[src/logic/ace_pkg.sv]
// package: register map, field layout and constants of the comparator event control block
package ace_pkg;
    // ****************************************************************
    // register map
    // ****************************************************************
    localparam logic [3:0] ADDR_STATUS_CONTROL = 4'h0;
    localparam logic [3:0] ADDR_IRQ_STATUS = 4'h4;
    localparam logic [3:0] ADDR_IRQ_MASK = 4'h8;
    localparam int ADDR_W = 4;
    // ****************************************************************
    // field positions of comparator_status_control
    // ****************************************************************
    localparam int BIT_ENABLE = 7;
    localparam int BIT_REF_SEL = 6;
    localparam int BIT_FLAG = 5;
    localparam int BIT_IRQ_EN = 4;
    localparam int BIT_OUT_LEVEL = 3;
    localparam int BIT_PIN_EN = 2;
    localparam int BIT_MODE_HI = 1;
    localparam int BIT_MODE_LO = 0;
    localparam logic [7:0] CSC_RESET = 8'h00;
    localparam logic [7:0] CSC_WRITE_MASK = 8'hd7;
    // ****************************************************************
    // event modes
    // ****************************************************************
    localparam logic [1:0] MODE_FALL_A = 2'h0;
    localparam logic [1:0] MODE_RISE = 2'h1;
    localparam logic [1:0] MODE_FALL_B = 2'h2;
    localparam logic [1:0] MODE_BOTH = 2'h3;
    // ****************************************************************
    // bus answers, interrupt status bits and bus states
    // ****************************************************************
    localparam logic [1:0] RESP_OKAY = 2'h0;
    localparam logic [1:0] RESP_SLVERR = 2'h2;
    localparam int IRQ_BITS = 2;
    localparam int IRQ_EVENT = 0;
    localparam int IRQ_RISE = 1;
    typedef enum logic [2:0] {
        BUS_IDLE = 3'h1,
        BUS_WRESP = 3'h2,
        BUS_RDATA = 3'h4
    } ace_bus_state_t;
endpackage : ace_pkg

[src/logic/ace_top.sv]
// comparator event control: status/control register, event flag, interrupt, axi4-lite slave
//
// Chosen here: the register offsets and the AXI4-Lite slave port.
module ace_top (
    input wire logic CLOCK,
    input wire logic RESETN,
    input wire logic COMPARATOR_RAW,
    output logic COMPARATOR_ENABLE,
    output logic REFERENCE_INPUT_SELECT,
    output logic COMPARATOR_OUTPUT_PIN,
    output logic COMPARATOR_OUTPUT_PIN_OE,
    output logic IRQ,
    input wire logic [ace_pkg::ADDR_W-1:0] S_AXI_AWADDR,
    input wire logic S_AXI_AWVALID,
    output logic S_AXI_AWREADY,
    input wire logic [31:0] S_AXI_WDATA,
    input wire logic [3:0] S_AXI_WSTRB,
    input wire logic S_AXI_WVALID,
    output logic S_AXI_WREADY,
    output logic [1:0] S_AXI_BRESP,
    output logic S_AXI_BVALID,
    input wire logic S_AXI_BREADY,
    input wire logic [ace_pkg::ADDR_W-1:0] S_AXI_ARADDR,
    input wire logic S_AXI_ARVALID,
    output logic S_AXI_ARREADY,
    output logic [31:0] S_AXI_RDATA,
    output logic [1:0] S_AXI_RRESP,
    output logic S_AXI_RVALID,
    input wire logic S_AXI_RREADY
);
    import ace_pkg::*;

    // ****************************************************************
    // state
    // ****************************************************************
    typedef struct packed {
        logic enable_q;
        logic ref_sel_q;
        logic flag_q;
        logic irq_en_q;
        logic level_q;
        logic pin_en_q;
        logic [1:0] mode_q;
        logic [IRQ_BITS-1:0] ist_q;
        logic [IRQ_BITS-1:0] imask_q;
        logic pin_q;
        logic irq_q;
        ace_bus_state_t wst_q;
        ace_bus_state_t rst_q;
        logic aw_have_q;
        logic w_have_q;
        logic [ADDR_W-1:0] awaddr_q;
        logic [31:0] wdata_q;
        logic [3:0] wstrb_q;
        logic [1:0] bresp_q;
        logic [31:0] rdata_q;
        logic [1:0] rresp_q;
        logic awready_q;
        logic wready_q;
        logic bvalid_q;
        logic arready_q;
        logic rvalid_q;
    } ace_state_t;

    ace_state_t s_q, s_d;
    logic level_sync;
    logic event_pulse;
    logic rise_pulse;

    // ****************************************************************
    // comparator sampling
    // ****************************************************************
    ace_sync u_sync (
        .CLOCK(CLOCK),
        .RESETN(RESETN),
        .async_in(COMPARATOR_RAW),
        .sync_out(level_sync)
    );

    ace_edge u_edge (
        .CLOCK(CLOCK),
        .RESETN(RESETN),
        .level_in(level_sync),
        .enable(s_q.enable_q),
        .mode(s_q.mode_q),
        .event_pulse(event_pulse),
        .rise_pulse(rise_pulse)
    );

    function automatic logic [7:0] csc_read(input ace_state_t s);
        logic [7:0] v;
        v = CSC_RESET;
        v[BIT_ENABLE] = s.enable_q;
        v[BIT_REF_SEL] = s.ref_sel_q;
        v[BIT_FLAG] = s.flag_q;
        v[BIT_IRQ_EN] = s.irq_en_q;
        v[BIT_OUT_LEVEL] = s.level_q;
        v[BIT_PIN_EN] = s.pin_en_q;
        v[BIT_MODE_HI:BIT_MODE_LO] = s.mode_q;
        return v;
    endfunction : csc_read

    function automatic logic addr_ok(input logic [ADDR_W-1:0] a);
        return (a == ADDR_STATUS_CONTROL) || (a == ADDR_IRQ_STATUS) || (a == ADDR_IRQ_MASK);
    endfunction : addr_ok

    // ****************************************************************
    // next state
    // ****************************************************************
    always_comb begin
        logic do_write;
        logic [7:0] wb;
        logic flag_clr;
        logic [IRQ_BITS-1:0] ist_clr;
        do_write = 1'b0;
        wb = s_q.wdata_q[7:0];
        flag_clr = 1'b0;
        ist_clr = '0;
        s_d = s_q;

        // write channel: address and data taken in either order
        case (s_q.wst_q)
            BUS_IDLE: begin
                if (S_AXI_AWVALID && !s_q.aw_have_q) begin
                    s_d.aw_have_q = 1'b1;
                    s_d.awaddr_q = S_AXI_AWADDR;
                end
                if (S_AXI_WVALID && !s_q.w_have_q) begin
                    s_d.w_have_q = 1'b1;
                    s_d.wdata_q = S_AXI_WDATA;
                    s_d.wstrb_q = S_AXI_WSTRB;
                end
                if (s_q.aw_have_q && s_q.w_have_q) begin
                    do_write = 1'b1;
                    s_d.aw_have_q = 1'b0;
                    s_d.w_have_q = 1'b0;
                    s_d.bresp_q = addr_ok(s_q.awaddr_q) ? RESP_OKAY : RESP_SLVERR;
                    s_d.wst_q = BUS_WRESP;
                end
            end
            BUS_WRESP: begin
                if (S_AXI_BREADY) begin
                    s_d.wst_q = BUS_IDLE;
                end
            end
            default: s_d.wst_q = BUS_IDLE;
        endcase

        // register writes, only the low byte lane carries data
        if (do_write && s_q.wstrb_q[0]) begin
            case (s_q.awaddr_q)
                ADDR_STATUS_CONTROL: begin
                    s_d.enable_q = wb[BIT_ENABLE];
                    s_d.ref_sel_q = wb[BIT_REF_SEL];
                    s_d.irq_en_q = wb[BIT_IRQ_EN];
                    s_d.pin_en_q = wb[BIT_PIN_EN];
                    s_d.mode_q = wb[BIT_MODE_HI:BIT_MODE_LO];
                    flag_clr = wb[BIT_FLAG];
                end
                ADDR_IRQ_STATUS: ist_clr = wb[IRQ_BITS-1:0];
                ADDR_IRQ_MASK: s_d.imask_q = wb[IRQ_BITS-1:0];
                default: ;
            endcase
        end

        // set wins over a clear in the same cycle
        s_d.flag_q = (s_q.flag_q & ~flag_clr) | event_pulse;
        s_d.ist_q[IRQ_EVENT] = (s_q.ist_q[IRQ_EVENT] & ~ist_clr[IRQ_EVENT]) | event_pulse;
        s_d.ist_q[IRQ_RISE] = (s_q.ist_q[IRQ_RISE] & ~ist_clr[IRQ_RISE]) | rise_pulse;

        // level reads zero while disabled
        s_d.level_q = s_q.enable_q & level_sync;
        s_d.pin_q = s_q.enable_q & s_q.pin_en_q & level_sync;
        s_d.irq_q = (s_d.flag_q & s_d.irq_en_q) | (|(s_d.ist_q & s_d.imask_q));

        // read channel
        case (s_q.rst_q)
            BUS_IDLE: begin
                if (S_AXI_ARVALID) begin
                    s_d.rresp_q = addr_ok(S_AXI_ARADDR) ? RESP_OKAY : RESP_SLVERR;
                    case (S_AXI_ARADDR)
                        ADDR_STATUS_CONTROL: s_d.rdata_q = {24'h000000, csc_read(s_q)};
                        ADDR_IRQ_STATUS: s_d.rdata_q = {{(32-IRQ_BITS){1'b0}}, s_q.ist_q};
                        ADDR_IRQ_MASK: s_d.rdata_q = {{(32-IRQ_BITS){1'b0}}, s_q.imask_q};
                        default: s_d.rdata_q = 32'h00000000;
                    endcase
                    s_d.rst_q = BUS_RDATA;
                end
            end
            BUS_RDATA: begin
                if (S_AXI_RREADY) begin
                    s_d.rst_q = BUS_IDLE;
                end
            end
            default: s_d.rst_q = BUS_IDLE;
        endcase

        // handshake pins decoded from the next state so each one leaves a flop
        s_d.awready_q = (s_d.wst_q == BUS_IDLE) && !s_d.aw_have_q;
        s_d.wready_q = (s_d.wst_q == BUS_IDLE) && !s_d.w_have_q;
        s_d.bvalid_q = (s_d.wst_q == BUS_WRESP);
        s_d.arready_q = (s_d.rst_q == BUS_IDLE);
        s_d.rvalid_q = (s_d.rst_q == BUS_RDATA);
    end

    always_ff @(posedge CLOCK or negedge RESETN) begin
        if (!RESETN) begin
            s_q <= '0;
            s_q.wst_q <= BUS_IDLE;
            s_q.rst_q <= BUS_IDLE;
            s_q.awready_q <= 1'b1;
            s_q.wready_q <= 1'b1;
            s_q.arready_q <= 1'b1;
        end else begin
            s_q <= s_d;
        end
    end

    // ****************************************************************
    // outputs
    // ****************************************************************
    assign COMPARATOR_ENABLE = s_q.enable_q;
    assign REFERENCE_INPUT_SELECT = s_q.ref_sel_q;
    assign COMPARATOR_OUTPUT_PIN = s_q.pin_q;
    assign COMPARATOR_OUTPUT_PIN_OE = s_q.pin_en_q;
    assign IRQ = s_q.irq_q;
    assign S_AXI_AWREADY = s_q.awready_q;
    assign S_AXI_WREADY = s_q.wready_q;
    assign S_AXI_BVALID = s_q.bvalid_q;
    assign S_AXI_BRESP = s_q.bresp_q;
    assign S_AXI_ARREADY = s_q.arready_q;
    assign S_AXI_RVALID = s_q.rvalid_q;
    assign S_AXI_RDATA = s_q.rdata_q;
    assign S_AXI_RRESP = s_q.rresp_q;
endmodule : ace_top

[src/logic/ace_sync.sv]
// two-flop synchroniser for the comparator output level
module ace_sync (
    input wire logic CLOCK,
    input wire logic RESETN,
    input wire logic async_in,
    output logic sync_out
);
    typedef struct packed {
        logic meta_q;
        logic sync_q;
    } ace_sync_state_t;
    ace_sync_state_t s_q, s_d;
    // ****************************************************************
    // logic
    // ****************************************************************
    always_comb begin
        s_d.meta_q = async_in;
        s_d.sync_q = s_q.meta_q;
    end
    always_ff @(posedge CLOCK or negedge RESETN) begin
        if (!RESETN) begin
            s_q <= '0;
        end else begin
            s_q <= s_d;
        end
    end
    assign sync_out = s_q.sync_q;
endmodule : ace_sync

[src/logic/ace_edge.sv]
// edge detector choosing compare events by mode
module ace_edge (
    input wire logic CLOCK,
    input wire logic RESETN,
    input wire logic level_in,
    input wire logic enable,
    input wire logic [1:0] mode,
    output logic event_pulse,
    output logic rise_pulse
);
    import ace_pkg::*;
    typedef struct packed {
        logic prev_q;
    } ace_edge_state_t;
    ace_edge_state_t s_q, s_d;
    logic rise;
    logic fall;
    // ****************************************************************
    // logic
    // ****************************************************************
    always_comb begin
        // previous sample follows zero while disabled so a stale sample never fakes an edge
        s_d.prev_q = enable & level_in;
        rise = enable & level_in & ~s_q.prev_q;
        fall = enable & ~level_in & s_q.prev_q;
        case (mode)
            MODE_FALL_A: event_pulse = fall;
            MODE_RISE: event_pulse = rise;
            MODE_FALL_B: event_pulse = fall;
            MODE_BOTH: event_pulse = rise | fall;
            default: event_pulse = 1'b0;
        endcase
        rise_pulse = rise;
    end
    always_ff @(posedge CLOCK or negedge RESETN) begin
        if (!RESETN) begin
            s_q <= '0;
        end else begin
            s_q <= s_d;
        end
    end
endmodule : ace_edge

[config.mk]
export PLATFORM = sky130hd
export DESIGN_NAME = ace_top
export DESIGN_NICKNAME = d
export VERILOG_FILES = /design/src/logic/ace_pkg.sv /design/src/logic/ace_top.sv /design/src/logic/ace_sync.sv /design/src/logic/ace_edge.sv
export SDC_FILE = /design/constraint.sdc
export NUM_CORES = 1
export LEC_CHECK = 0
export ABC_CLOCK_PERIOD_IN_PS = 3300
export BUFFER_PORTS_ARGS = -buffer_cell sky130_fd_sc_hd__buf_2
export CORE_UTILIZATION = 52
export DETAILED_ROUTE_END_ITERATION = 12
export PLACE_DENSITY_LB_ADDON = 0.25
export RECOVER_POWER = 25
export SKIP_LAST_GASP = 1
export SLEW_MARGIN = 0
export SYNTH_ARGS = -nofsm -noshare
export SYNTH_HDL_FRONTEND = slang
export SYNTH_SLANG_ARGS = --single-unit
[constraint.sdc]
create_clock -name CLOCK -period 3.3 [get_ports CLOCK]
set_input_delay 0.33 -clock CLOCK [delete_from_list [all_inputs] [get_ports CLOCK]]
set_output_delay 0.33 -clock CLOCK [all_outputs]
set_load 0.005 [all_outputs]
==> flow_metrics.py <==
metrics = {
    "critical_path": {
        "r2r-start": "s_q[86]",
        "critical_path.max_fanout": 9,
        "cp_slowest_stage_delay_ps": 590,
        "worstPathRequired_ps": 3490,
        "r2r_end": "s_q[50]",
        "critPathKind": "flop to flop",
        "crit_slowest_cell": "dfstp_2",
        "reg2reg_depth": 4,
        "crit_chain": "nor3b_4, nand2_1, nor2_4, mux2_2",
        "end_kind": "flop",
        "startpoint_type": "flop",
        "worst_ep_arrival_time_ps": 2040,
        "r2r_slack_ps": 1450,
    },
    "global_routing": {
        "grt_start_max_net_pins": 52,
        "grt_pass1_wl_um": 6009,
        "grt_pass1_vias": 1312,
        "antenna_found_initial": 0,
        "globalRouteTotalUtil_pct": 16.02,
        "overflow": 0,
    },
    "floorplanning": {
        "initial_core_util_pct": 54.68,
        "die_h_um": 69.90,
        "die_area_um2": 4886,
        "core_area_um2": 4384,
        "die_w_um": 69.90,
        "pin_count": 98,
        "rows": 24,
    },
    "clock_tree": {
        "clockBufferDepth": 2,
        "cts-root-buf": "clkbuf_8",
        "cts_tree": "built",
        "clock_sinks": 51,
        "post_cts_buffers": 0,
        "ctsHoldBuffers": 0,
        "path_clk_slew_ps": 100,
        "cts_resized": 0,
        "worstSkewPairLatency_ps": 310,
        "cts_htree_levels": 2,
        "cts_inserted_buffers": 5,
    },
    "yosys": {
        "netlist_top_cells_count": "dfrtp_1, buf_4, mux2_2",
        "synthTopCellsByArea": "dfrtp_1, buf_4, mux2_2",
        "ys_warn_count": 0,
        "syn-cell-area_um2": 2397,
        "yosysTopAreaCellShare_pct": 48.02,
        "yosysTopAreaCell": "dfrtp_1",
        "syn_area_per_cell_um2": 12.23,
        "seq_area_frac_synth_pct": 53.50,
        "ys.flop_type": "dfrtp_1",
        "synth-edff-count": 0,
        "synth_seq_cells": 51,
        "synthCells": 196,
        "synth_cell_type_count": 42,
        "ys_async_sr_fraction_pct": 100.0,
        "yosys.cell_count.top_type": "dfrtp_1",
    },
    "sta": {
        "fin_tns_setup_ps": 0,
        "finalHoldViolCount": 0,
        "finClkSkew_ps": 8.272,
        "tightest_slew_ps": 1076,
        "relSlewSlack_pct": 28.27,
        "rsz0062_at_grt": "no",
        "finalCritPeriodShare_pct": 55.93,
        "finalSetupViolCount": 0,
        "maxSlewViolCount": 0,
        "post-route-min-period_ps": 1846,
        "hold_slack_ps": 120.9,
        "max_freq_mhz": 541.8,
    },
    "drt": {
        "via_count": 1419,
        "firstDrtPassIters": 4,
        "remaining_drc_errors": 0,
        "ant_nets": 0,
        "via_per_inst": 4.927,
        "routed_wl_um": 3606,
        "drt-initial-drc-count": 45,
        "wl_per_cell_um": 12.52,
    },
    "pwr": {
        "clkPwrFrac_pct": 20.6,
        "p_sw_share_pct": 32.77,
        "power_frac_comb_pct": 24.9,
        "p_seq_share_pct": 54.5,
        "internal_power_mw": 1.217,
        "power_density_nw_per_um2": 696.9,
        "p_leak_nw": 1.283,
        "p_switching_uw": 593.1,
        "ir_drop_mv": 0.4108,
    },
    "finish": {
        "finalNetCount": 287,
        "drive_gt1_share_pct": 37.29,
        "num_antenna_cells": 0,
        "area_growth_pct": 8.351,
    },
    "worst_hold_path": {
        "holdPathEnd": "u_sync.s_d[0]",
        "hold_class": "primary input to flop",
        "hold_depth": 1,
        "holdCritStartpoint": "COMPARATOR_RAW",
    },
    "placed_design": {
        "portBuffers": 43,
        "gp_congestion": 0.7717,
        "dpl.hpwl_um": 2626,
    },
    "flow_run": {
        "max_cap_violations": 0,
    },
    "outcome": {
        "status": "complete, no violations",
    },
}
## power groups by stage
stage	Clock, mW	Sequential, mW	Combinational (mW)
floorplan	0	0.945	0.396
CTS	0.387	0.989	0.461
detailed placement	0	1.00	0.457
global route	0.405	1.01	0.510
finish	0.372	0.987	0.451
global placement	0	0.995	0.448
## through the flow
step	area [um2]	cells	setup WS (ps)	power (mW)	utilization (%)
after global routing	2597	288	1277	1.928	59.25
after global placement	2502	280	1503	1.442	57.08
after floorplan	2499	223	1652	1.341	-
final	2597	288	1454	1.810	59.25
after detailed placement	2502	280	1446	1.458	57.08
after CTS	2599	288	1425	1.837	59.28
## logic make-up (layout without fill, tap and decap cells)
| family | count (synthesis) | count (layout) | synth area share, % |
|---|---|---|---|
| simple gates | 46 | 46 | 14.30 |
| flops | 51 | 51 | 53.50 |
| mux | 21 | 21 | 9.655 |
| other cells | 1 | 28 | 0.1564 |
| compound gates | 30 | 30 | 9.290 |
| buf+inv | 47 | 60 | 13.10 |
## critical path: cells and delay by family (launching register included)
family           cells  cell delay [ps]
DFF                  1              590
and+or+nand+nor      3              770
muxes                1              370
## per-layer routing
layer  vias to the layer above  global-route usage [%]  routed length, um
met2                        48                   25.85               1725
met3                         7                   4.473                177
li1                        690                       -                  -
met1                       674                   20.31               1644
met4                         0                   6.667                 59
met5                         -                       0                  0
## cells in the final DEF (no fill, tap or decap), types with 3 or more instances in the layout
| cell | count |
|---|---|
| dfrtp_1 | 46 |
| buf_2 | 43 |
| conb_1 | 28 |
| mux2_2 | 17 |
| nand2_1 | 10 |
| a21oi_1 | 10 |
| nor2_1 | 8 |
| inv_1 | 8 |
| a22o_1 | 6 |
| nor2b_1 | 5 |
| clkbuf_8 | 5 |
| dfstp_2 | 4 |
| mux2i_1 | 4 |
| or2_2 | 3 |
| nand2b_1 | 3 |
## final cells by class
class / count / area (um2)
clock buffers: 5 / 68.82
clock inverters: 3 / 27.53
fillers: 399 / 1787
inverters: 8 / 30.03
multi-input cells: 125 / 900.9
flip-flops and latches: 51 / 1282
well taps: 52 / 65.06
repair buffers: 44 / 222.7
## how the worst max path moves through the flow
| stage | start | end | cells after the start | slack [ps] |
|---|---|---|---|---|
| 3_3_place_gp | s_q[86] | s_q[47] | 4 | 1500 |
| 6_report | s_q[86] | s_q[50] | 4 | 1450 |
| 3_5_place_dp | s_q[86] | s_q[52] | 4 | 1450 |
| 2_1_floorplan | s_q[86] | s_q[41] | 4 | 1650 |
| 5_1_grt | s_q[86] | s_q[80] | 4 | 1280 |
| 4_1_cts | s_q[86] | s_q[50] | 4 | 1430 |
## registers in the layout, indices dropped and copies added (netlist names)
signal,cells
S_AXI_BVALID,1
REFERENCE_INPUT_SELECT,1
COMPARATOR_OUTPUT_PIN_OE,1
u_sync.sync_out,1
S_AXI_AWREADY,1
S_AXI_ARREADY,1
COMPARATOR_OUTPUT_PIN,1
S_AXI_RVALID,1
S_AXI_BRESP,1
S_AXI_RDATA,8
COMPARATOR_ENABLE,1
S_AXI_WREADY,1
u_sync.s_d,1
u_edge.s_q,1
S_AXI_RRESP,1
IRQ,1
s_q,28
Power figures use the tool's default switching activity.
